`config.mk`:
```
export PLATFORM = sky130hd
export DESIGN_NAME = dac_ctl
export DESIGN_NICKNAME = d
export VERILOG_FILES = /design/src/hdl/dac_ctl_pkg.sv /design/src/hdl/code_pick.sv /design/src/hdl/dac_ctl.sv
export VERILOG_INCLUDE_DIRS = /design/src /design/src/hdl
export SDC_FILE = /design/constraint.sdc
export NUM_CORES = 1
export LEC_CHECK = 0
export BUFFER_PORTS_ARGS = -buffer_cell sky130_fd_sc_hd__buf_2
export CORE_AREA = 5 5 98 100
export DETAILED_ROUTE_END_ITERATION = 10
export DIE_AREA = 0 0 103 105
export GPL_TIMING_DRIVEN = 0
export PLACE_DENSITY_LB_ADDON = 0.05
export SLEW_MARGIN = 30
export SYNTH_ARGS = -nofsm -noshare
export SYNTH_HDL_FRONTEND = slang
export SYNTH_SLANG_ARGS = --single-unit
export TNS_END_PERCENT = 20
```
`constraint.sdc`:
```
create_clock -name pclk -period 1.84 [get_ports pclk]
set_input_delay 0.184 -clock pclk [delete_from_list [all_inputs] [get_ports pclk]]
set_output_delay 0.184 -clock pclk [all_outputs]
set_load 0.01 [all_outputs]
```
`src/hdl/dac_ctl_defs.svh`:
```
// constants of the converter clear and fault control block
`ifndef DAC_CTL_DEFS_SVH
`define DAC_CTL_DEFS_SVH

`define ADDR_W        10
`define IDX_DATA      8'h01
`define IDX_CTRL      8'h55
`define IDX_RESET     8'h56
`define IDX_STATUS    8'h57

`define CTRL_CLR_VAL  15
`define CTRL_STRETCH  14
`define CTRL_OUTRES   13
`define CTRL_OUT_ON   12
`define CTRL_RANGE_HI 2
`define CTRL_RANGE_LO 0
`define RESET_BIT     0
`define STAT_IOUT     2
`define STAT_OTEMP    0

`define CTRL_RESET_VAL 16'h0000
`define DATA_RESET_VAL 16'h0000
`define CODE_ZERO      16'h0000
`define CODE_MID       16'h8000
`define RANGE_V_LAST   3'h3
`define RANGE_I_FIRST  3'h5
`define RANGE_BIP_BIT  1

`endif

```
`src/hdl/dac_ctl_pkg.sv`:
```
// types of the converter clear and fault control block
package dac_ctl_pkg;
  typedef enum logic [2:0] {
    out_live     = 3'b001,
    out_clearing = 3'b010,
    out_held     = 3'b100
  } out_state_type;
endpackage

```
`src/hdl/code_pick.sv`:
```
// output code register choosing live data or the default value
`include "dac_ctl_defs.svh"
module code_pick
  import dac_ctl_pkg::*;
(
  input  wire logic          pclk,
  input  wire logic          presetn,
  input  wire out_state_type state,
  input  wire logic [15:0]   data_code,
  input  wire logic [2:0]    range_code,
  input  wire logic          sel_eff,
  output wire logic [15:0]   dflt_code,
  output logic      [15:0]   out_code
);
  wire logic is_current;
  wire logic is_bipolar;
  wire logic [15:0] next_code;

  assign is_current = (range_code >= `RANGE_I_FIRST);
  assign is_bipolar = !is_current && range_code[`RANGE_BIP_BIT];
  // current ranges sit at their bottom; voltage follows the selection
  assign dflt_code  = is_current ? `CODE_ZERO :
                      (is_bipolar ^ sel_eff) ? `CODE_MID : `CODE_ZERO;
  assign next_code  = (state == out_live) ? data_code : dflt_code;

  always_ff @(posedge pclk or negedge presetn) begin
    if (!presetn) begin
      out_code <= `CODE_ZERO;
    end else begin
      out_code <= next_code;
    end
  end
endmodule // code_pick

```
`src/hdl/dac_ctl.sv`:
```
// register slave, clear sequencing and fault reporting of the converter
`include "dac_ctl_defs.svh"
module dac_ctl
  import dac_ctl_pkg::*;
(
  input  wire logic                pclk,
  input  wire logic                presetn,
  input  wire logic [`ADDR_W-1:0]  paddr,
  input  wire logic                psel,
  input  wire logic                penable,
  input  wire logic                pwrite,
  input  wire logic [31:0]         pwdata,
  output logic      [31:0]         prdata,
  output wire logic                pready,
  output wire logic                pslverr,
  input  wire logic                clear,
  input  wire logic                clear_select,
  input  wire logic                latch_n,
  input  wire logic                headroom_low,
  input  wire logic                core_hot,
  output wire logic                fault_n_out,
  output logic                     fault_oe_n,
  output wire logic [15:0]         out_code,
  output logic                     voltage_on,
  output logic                     current_on,
  output logic                     range_stretch,
  output logic                     outside_resistor
);
  out_state_type state;
  out_state_type next_state;
  logic [15:0]   ctrl;
  logic [15:0]   input_code;
  logic [15:0]   data_code;
  logic          pending;
  logic          latch_prev;
  logic          stat_iout;
  logic          stat_otemp;

  wire logic        setup_rd;
  wire logic        access;
  wire logic        aligned;
  wire logic        hit_data;
  wire logic        hit_ctrl;
  wire logic        hit_reset;
  wire logic        hit_stat;
  wire logic        mapped;
  wire logic        wr_data;
  wire logic        wr_ctrl;
  wire logic        soft_rst;
  wire logic        data_ok;
  wire logic        latch_rise;
  wire logic        sel_eff;
  wire logic        clear_value_bit;
  wire logic        output_on_bit;
  wire logic [2:0]  range_code;
  wire logic [2:0]  new_range;
  wire logic        new_is_voltage;
  wire logic        range_change;
  wire logic        out_on_rise;
  wire logic        go_default;
  wire logic        is_voltage;
  wire logic        is_current;
  wire logic [15:0] dflt_code;
  wire logic [31:0] rd_word;

  // register bus decode; zero wait states
  assign pready   = 1'b1;
  assign setup_rd = psel && !penable && !pwrite;
  assign access   = psel && penable;
  assign aligned  = (paddr[1:0] == 2'b00);
  assign hit_data  = aligned && (paddr[`ADDR_W-1:2] == `IDX_DATA);
  assign hit_ctrl  = aligned && (paddr[`ADDR_W-1:2] == `IDX_CTRL);
  assign hit_reset = aligned && (paddr[`ADDR_W-1:2] == `IDX_RESET);
  assign hit_stat  = aligned && (paddr[`ADDR_W-1:2] == `IDX_STATUS);
  assign mapped   = hit_data || hit_ctrl || hit_reset || hit_stat;
  assign pslverr  = access && !mapped;
  assign wr_data  = access && pwrite && hit_data;
  assign wr_ctrl  = access && pwrite && hit_ctrl;
  assign soft_rst = access && pwrite && hit_reset && pwdata[`RESET_BIT];

  // status writes fall through: nothing is stored for them
  assign rd_word = hit_data ? {16'h0000, input_code} :
                   hit_ctrl ? {16'h0000, ctrl} :
                   hit_stat ? {29'h0000000, stat_iout, 1'b0, stat_otemp} :
                   32'h00000000;

  // control fields
  assign clear_value_bit = ctrl[`CTRL_CLR_VAL];
  assign output_on_bit   = ctrl[`CTRL_OUT_ON];
  assign range_code      = ctrl[`CTRL_RANGE_HI:`CTRL_RANGE_LO];
  assign sel_eff         = clear_select || clear_value_bit;
  assign new_range       = pwdata[`CTRL_RANGE_HI:`CTRL_RANGE_LO];
  assign new_is_voltage  = (new_range <= `RANGE_V_LAST);
  assign is_voltage      = (range_code <= `RANGE_V_LAST);
  assign is_current      = (range_code >= `RANGE_I_FIRST);
  assign range_change    = wr_ctrl && new_is_voltage && (new_range != range_code);
  assign out_on_rise     = wr_ctrl && pwdata[`CTRL_OUT_ON] && !output_on_bit;
  assign go_default      = !clear && (range_change || out_on_rise);

  // new data only while clear is low
  assign data_ok    = wr_data && !clear;
  assign latch_rise = latch_n && !latch_prev;

  always_comb begin
    next_state = state;
    unique case (state)
      out_live: begin
        if (clear) begin
          next_state = out_clearing;
        end else if (go_default) begin
          next_state = out_held;
        end
      end
      out_clearing: begin
        if (!clear) begin
          next_state = out_held;
        end
      end
      out_held: begin
        if (clear) begin
          next_state = out_clearing;
        end else if (latch_rise) begin
          next_state = out_live;
        end
      end
      default: begin
        next_state = out_held;
      end
    endcase
  end

  always_ff @(posedge pclk or negedge presetn) begin
    if (!presetn) begin
      state <= out_held;
    end else if (soft_rst) begin
      state <= out_held;
    end else begin
      state <= next_state;
    end
  end

  always_ff @(posedge pclk or negedge presetn) begin
    if (!presetn) begin
      ctrl <= `CTRL_RESET_VAL;
    end else if (soft_rst) begin
      ctrl <= `CTRL_RESET_VAL;
    end else if (wr_ctrl) begin
      ctrl <= pwdata[15:0];
    end
  end

  always_ff @(posedge pclk or negedge presetn) begin
    if (!presetn) begin
      input_code <= `DATA_RESET_VAL;
    end else if (soft_rst) begin
      input_code <= `DATA_RESET_VAL;
    end else if (data_ok) begin
      input_code <= pwdata[15:0];
    end
  end

  // a latch pulse with no fresh data keeps data_code: the pre-clear code
  always_ff @(posedge pclk or negedge presetn) begin
    if (!presetn) begin
      data_code <= `DATA_RESET_VAL;
      pending   <= 1'b0;
    end else if (soft_rst) begin
      data_code <= `DATA_RESET_VAL;
      pending   <= 1'b0;
    end else begin
      if (latch_rise && pending && !clear) begin
        data_code <= input_code;
      end
      pending <= data_ok || (pending && !(latch_rise && !clear));
    end
  end

  always_ff @(posedge pclk or negedge presetn) begin
    if (!presetn) begin
      latch_prev <= 1'b1;
    end else begin
      latch_prev <= latch_n;
    end
  end

  always_ff @(posedge pclk or negedge presetn) begin
    if (!presetn) begin
      prdata <= 32'h00000000;
    end else if (setup_rd) begin
      prdata <= rd_word;
    end
  end

  // fault and status follow their conditions
  assign fault_n_out = 1'b0;
  always_ff @(posedge pclk or negedge presetn) begin
    if (!presetn) begin
      fault_oe_n <= 1'b1;
      stat_iout  <= 1'b0;
      stat_otemp <= 1'b0;
    end else begin
      fault_oe_n <= !(headroom_low || core_hot);
      stat_iout  <= headroom_low;
      stat_otemp <= core_hot;
    end
  end

  always_ff @(posedge pclk or negedge presetn) begin
    if (!presetn) begin
      voltage_on       <= 1'b0;
      current_on       <= 1'b0;
      range_stretch    <= 1'b0;
      outside_resistor <= 1'b0;
    end else begin
      voltage_on       <= output_on_bit && is_voltage;
      current_on       <= output_on_bit && is_current;
      range_stretch    <= ctrl[`CTRL_STRETCH] && is_voltage;
      outside_resistor <= ctrl[`CTRL_OUTRES];
    end
  end

  code_pick u_code_pick (
    .pclk       (pclk),
    .presetn    (presetn),
    .state      (state),
    .data_code  (data_code),
    .range_code (range_code),
    .sel_eff    (sel_eff),
    .dflt_code  (dflt_code),
    .out_code   (out_code)
  );
endmodule // dac_ctl

```
==> impl_metrics.tcl <==
set metrics [dict create \
    nFillCells 762 \
    fin_nets 498 \
    r2r-start "state[1]$_DFFE_PN0P_" \
    synth_area_per_cell_sq_um 11.7 \
    instances_no_fill 558 \
    end_kind "register" \
    io-pin-count 108 \
    cts_root_buf "clkbuf_8" \
    use_met1_pct 24.3 \
    status "complete, no violations" \
    gr-usage-met3_pct 3.20 \
    synthFlopType "dfrtp_1" \
    clockBufferDepth 2 \
    port_buffers 73 \
    clock_sink_count 92 \
    place_worst_setup_slack_ns -0.759 \
    grt.busiest_layer "met2" \
    setup_viol 0 \
    arrival_ns 2.06 \
    coreArea_sq_um 8590 \
    routed_wl_mm 9.04 \
    ff2ff_path_depth 3 \
    critPathLaunchType "input port" \
    hold_class "in -> reg" \
    yosysSeqAreaShare_pct 58.3 \
    fp.dieH_um 105 \
    cts_max_level 3 \
    synthArstFlopShare_pct 100 \
    vias 2794 \
    gr-total-overflow 0 \
    crit_required_ns 2.12 \
    post-route-min-period_ns 1.78 \
    antenna_found_initial 0 \
    ir_drop_v 0.000409 \
    yosys_warnings 0 \
    syn_area_sq_um 3950 \
    register_area_sq_um 2310 \
    final_common_cell "dfrtp_1" \
    via_per_inst 5.01 \
    power.total_uw 3660 \
    fmax_mhz 563 \
    numCtsBuffers 9 \
    start_util_pct 46.0 \
    fin_worst_skew_ns 0.00958 \
    grtUsageMet2_pct 27.5 \
    syn_inst 338 \
    grt_usage_pct 17.5 \
    relSlewSlack_pct 54.3 \
    firstDrtPassIters 5 \
    synth_edf_count 0 \
    pwr-share-clk_pct 35.0 \
    p_sw_share_pct 23.5 \
    postLayoutCoreUtil_pct 56.7 \
    p_sw_uw 859 \
    rsz0062_at_grt "no" \
    ys_types 40 \
    final_antenna_net_count 0 \
    place_inst 536 \
    p_leak_uw 0.00259 \
    critPathLaunch "penable" \
    grt_pass1_wl_mm 14.5 \
    area_delta_synth_final_pct 23.3 \
    final_hold_viol_count 0 \
    max_cap_viol_count 0 \
    routedWlPerCell_um 16.2 \
    insertion_delay_ns 0.35 \
    worst_pin_slew_ns 0.685 \
    drc 0 \
    die_x_um 103 \
    power_frac_comb_pct 7.6 \
    cts_tree "yes" \
    layout-drive-gt1-share_pct 32.7 \
    worst_slack_ns 0.0629 \
    dieArea_sq_um 10800 \
    critical_path_class "in -> reg" \
    seqPwrFrac_pct 57.4 \
    first_global_vias 2833 \
    synth-seq-cells 92 \
    drt_iter0_markers 134 \
    diodes 0 \
    routabilityCongestion 0.799 \
    reg2reg_slack_ns 0.23 \
    multi_input_area_sq_um 1460 \
    row_count 34 \
    period_share_pct 96.6 \
    cts.clk_slew.worst_paths_ns 0.08 \
    p_per_area_nw_per_um2 751 \
    dp_hpwl_mm 6.48 \
    r2r_end "u_code_pick.out_code[15]$_DFF_PN0_" \
    intPower_uw 2800 \
    critPathCapture "prdata[12]$_DFFE_PN0P_" \
    grt_max_degree 64 \
    maxSlewViolCount 0 \
    final_cell_mix "dfrtp_1, buf_2, mux2i_1" \
    cp_max_fo 10 \
]
==> flip-flops by register name, indices dropped and copies added, names as in the netlist, 3 cells and up <==
signal and count:
ctrl 16, data_code 16, input_code 16, prdata 16, state 3, u_code_pick.out_code 16
==> metrics by stage <==
stage | area (sq um) | hold WS, ns | setup TNS [ns]
after floorplan | 4030 | -0.112 | -0.333
after global placement | 4530 | 0.302 | -51.33
after detailed placement | 4570 | 0.0820 | -25.29
after CTS | 4830 | 0.0811 | 0
after global routing | 4870 | 0.0885 | 0
final | 4870 | 0.0968 | 0
==> critical path, stage by stage <==
cell      delay (ns)
buf_2           0.12
or3b_2          0.46
clkbuf_1        0.32
nor4_4          0.40
buf_2           0.34
a222oi_1        0.16
inv_1           0.08
==> synthesized netlist by cell type, types with 5 or more instances <==
library cell / count / area share, %
a222oi_1: 14 / 3.5
and2_1: 16 / 2.5
buf_2: 9 / 1.1
buf_4: 21 / 4.0
clkbuf_1: 6 / 0.57
dfrtp_1: 89 / 56
inv_1: 18 / 1.7
mux2i_1: 48 / 12
nand2_1: 5 / 0.47
nor2_1: 45 / 4.3
nor2_2: 10 / 1.6
nor2b_1: 5 / 0.79
o21ai_0: 5 / 0.63
==> power groups by stage <==
stage               Combinational, uW  Sequential (uW)  Clock, uW
CTS                               276             2090       1330
global route                      313             2110       1410
detailed placement                267             2130          0
finish                            278             2100       1280
global placement                  255             2130          0
floorplan                         139             2120          0
==> logic make-up after synthesis <==
| group | after synthesis | share of synthesized area (%) |
|---|---|---|
| buffers and inverters | 55 | 7.69 |
| xor gates and xnor gates | 3 | 0.665 |
| AOI/OAI and AO/OA | 32 | 6.68 |
| and+or+nand+nor | 106 | 14.3 |
| DFF | 92 | 58.3 |
| other | 2 | 0.190 |
| muxes | 48 | 12.2 |
==> timing repair <==
action                                  CTS  global route
endpoints found under the setup margin   34            61
pin swaps                                 1             0
resized for setup                         5             6
endpoints found under the hold margin    33             0
hold buffers                              4             0
gates cloned                              0             0
setup buffers                             1             3
==> how the worst min path moves through the flow <==
stage	startpoint	end	slack, ns	depth (start not counted)
2_1_floorplan	presetn	ctrl[0]$_DFFE_PN0P_	-0.11	0
3_3_place_gp	latch_n	latch_prev$_DFF_PN1_	0.30	1
4_1_cts	pwdata[13]	input_code[13]$_DFFE_PN0P_	0.08	3
6_report	pwdata[3]	ctrl[3]$_DFFE_PN0P_	0.1	3
3_5_place_dp	presetn	u_code_pick.out_code[3]$_DFF_PN0_	0.08	1
5_1_grt	pwdata[10]	ctrl[10]$_DFFE_PN0P_	0.09	3
==> layout make-up <==
| cell class | instances | share of cell area [%] |
|---|---|---|
| Clock inverter | 5 | 1.10 |
| Buffer | 36 | 5.21 |
| Sequential cell | 92 | 47.3 |
| Timing Repair Buffer | 82 | 9.63 |
| Multi-Input combinational cell | 207 | 30.0 |
| Clock buffer | 10 | 2.62 |
| Tap cell | 108 | 2.77 |
| Inverter | 18 | 1.39 |
==> routing by layer <==
| layer | wire [um] | vias to the layer above | share of wire, % |
|---|---|---|---|
| met5 | 0 | - | 0 |
| met4 | 110 | 0 | 1.2 |
| met3 | 467 | 10 | 5.2 |
| met2 | 4510 | 70 | 50 |
| met1 | 3960 | 1373 | 44 |
| li1 | - | 1341 | - |
(Power assumes the default switching activity.)
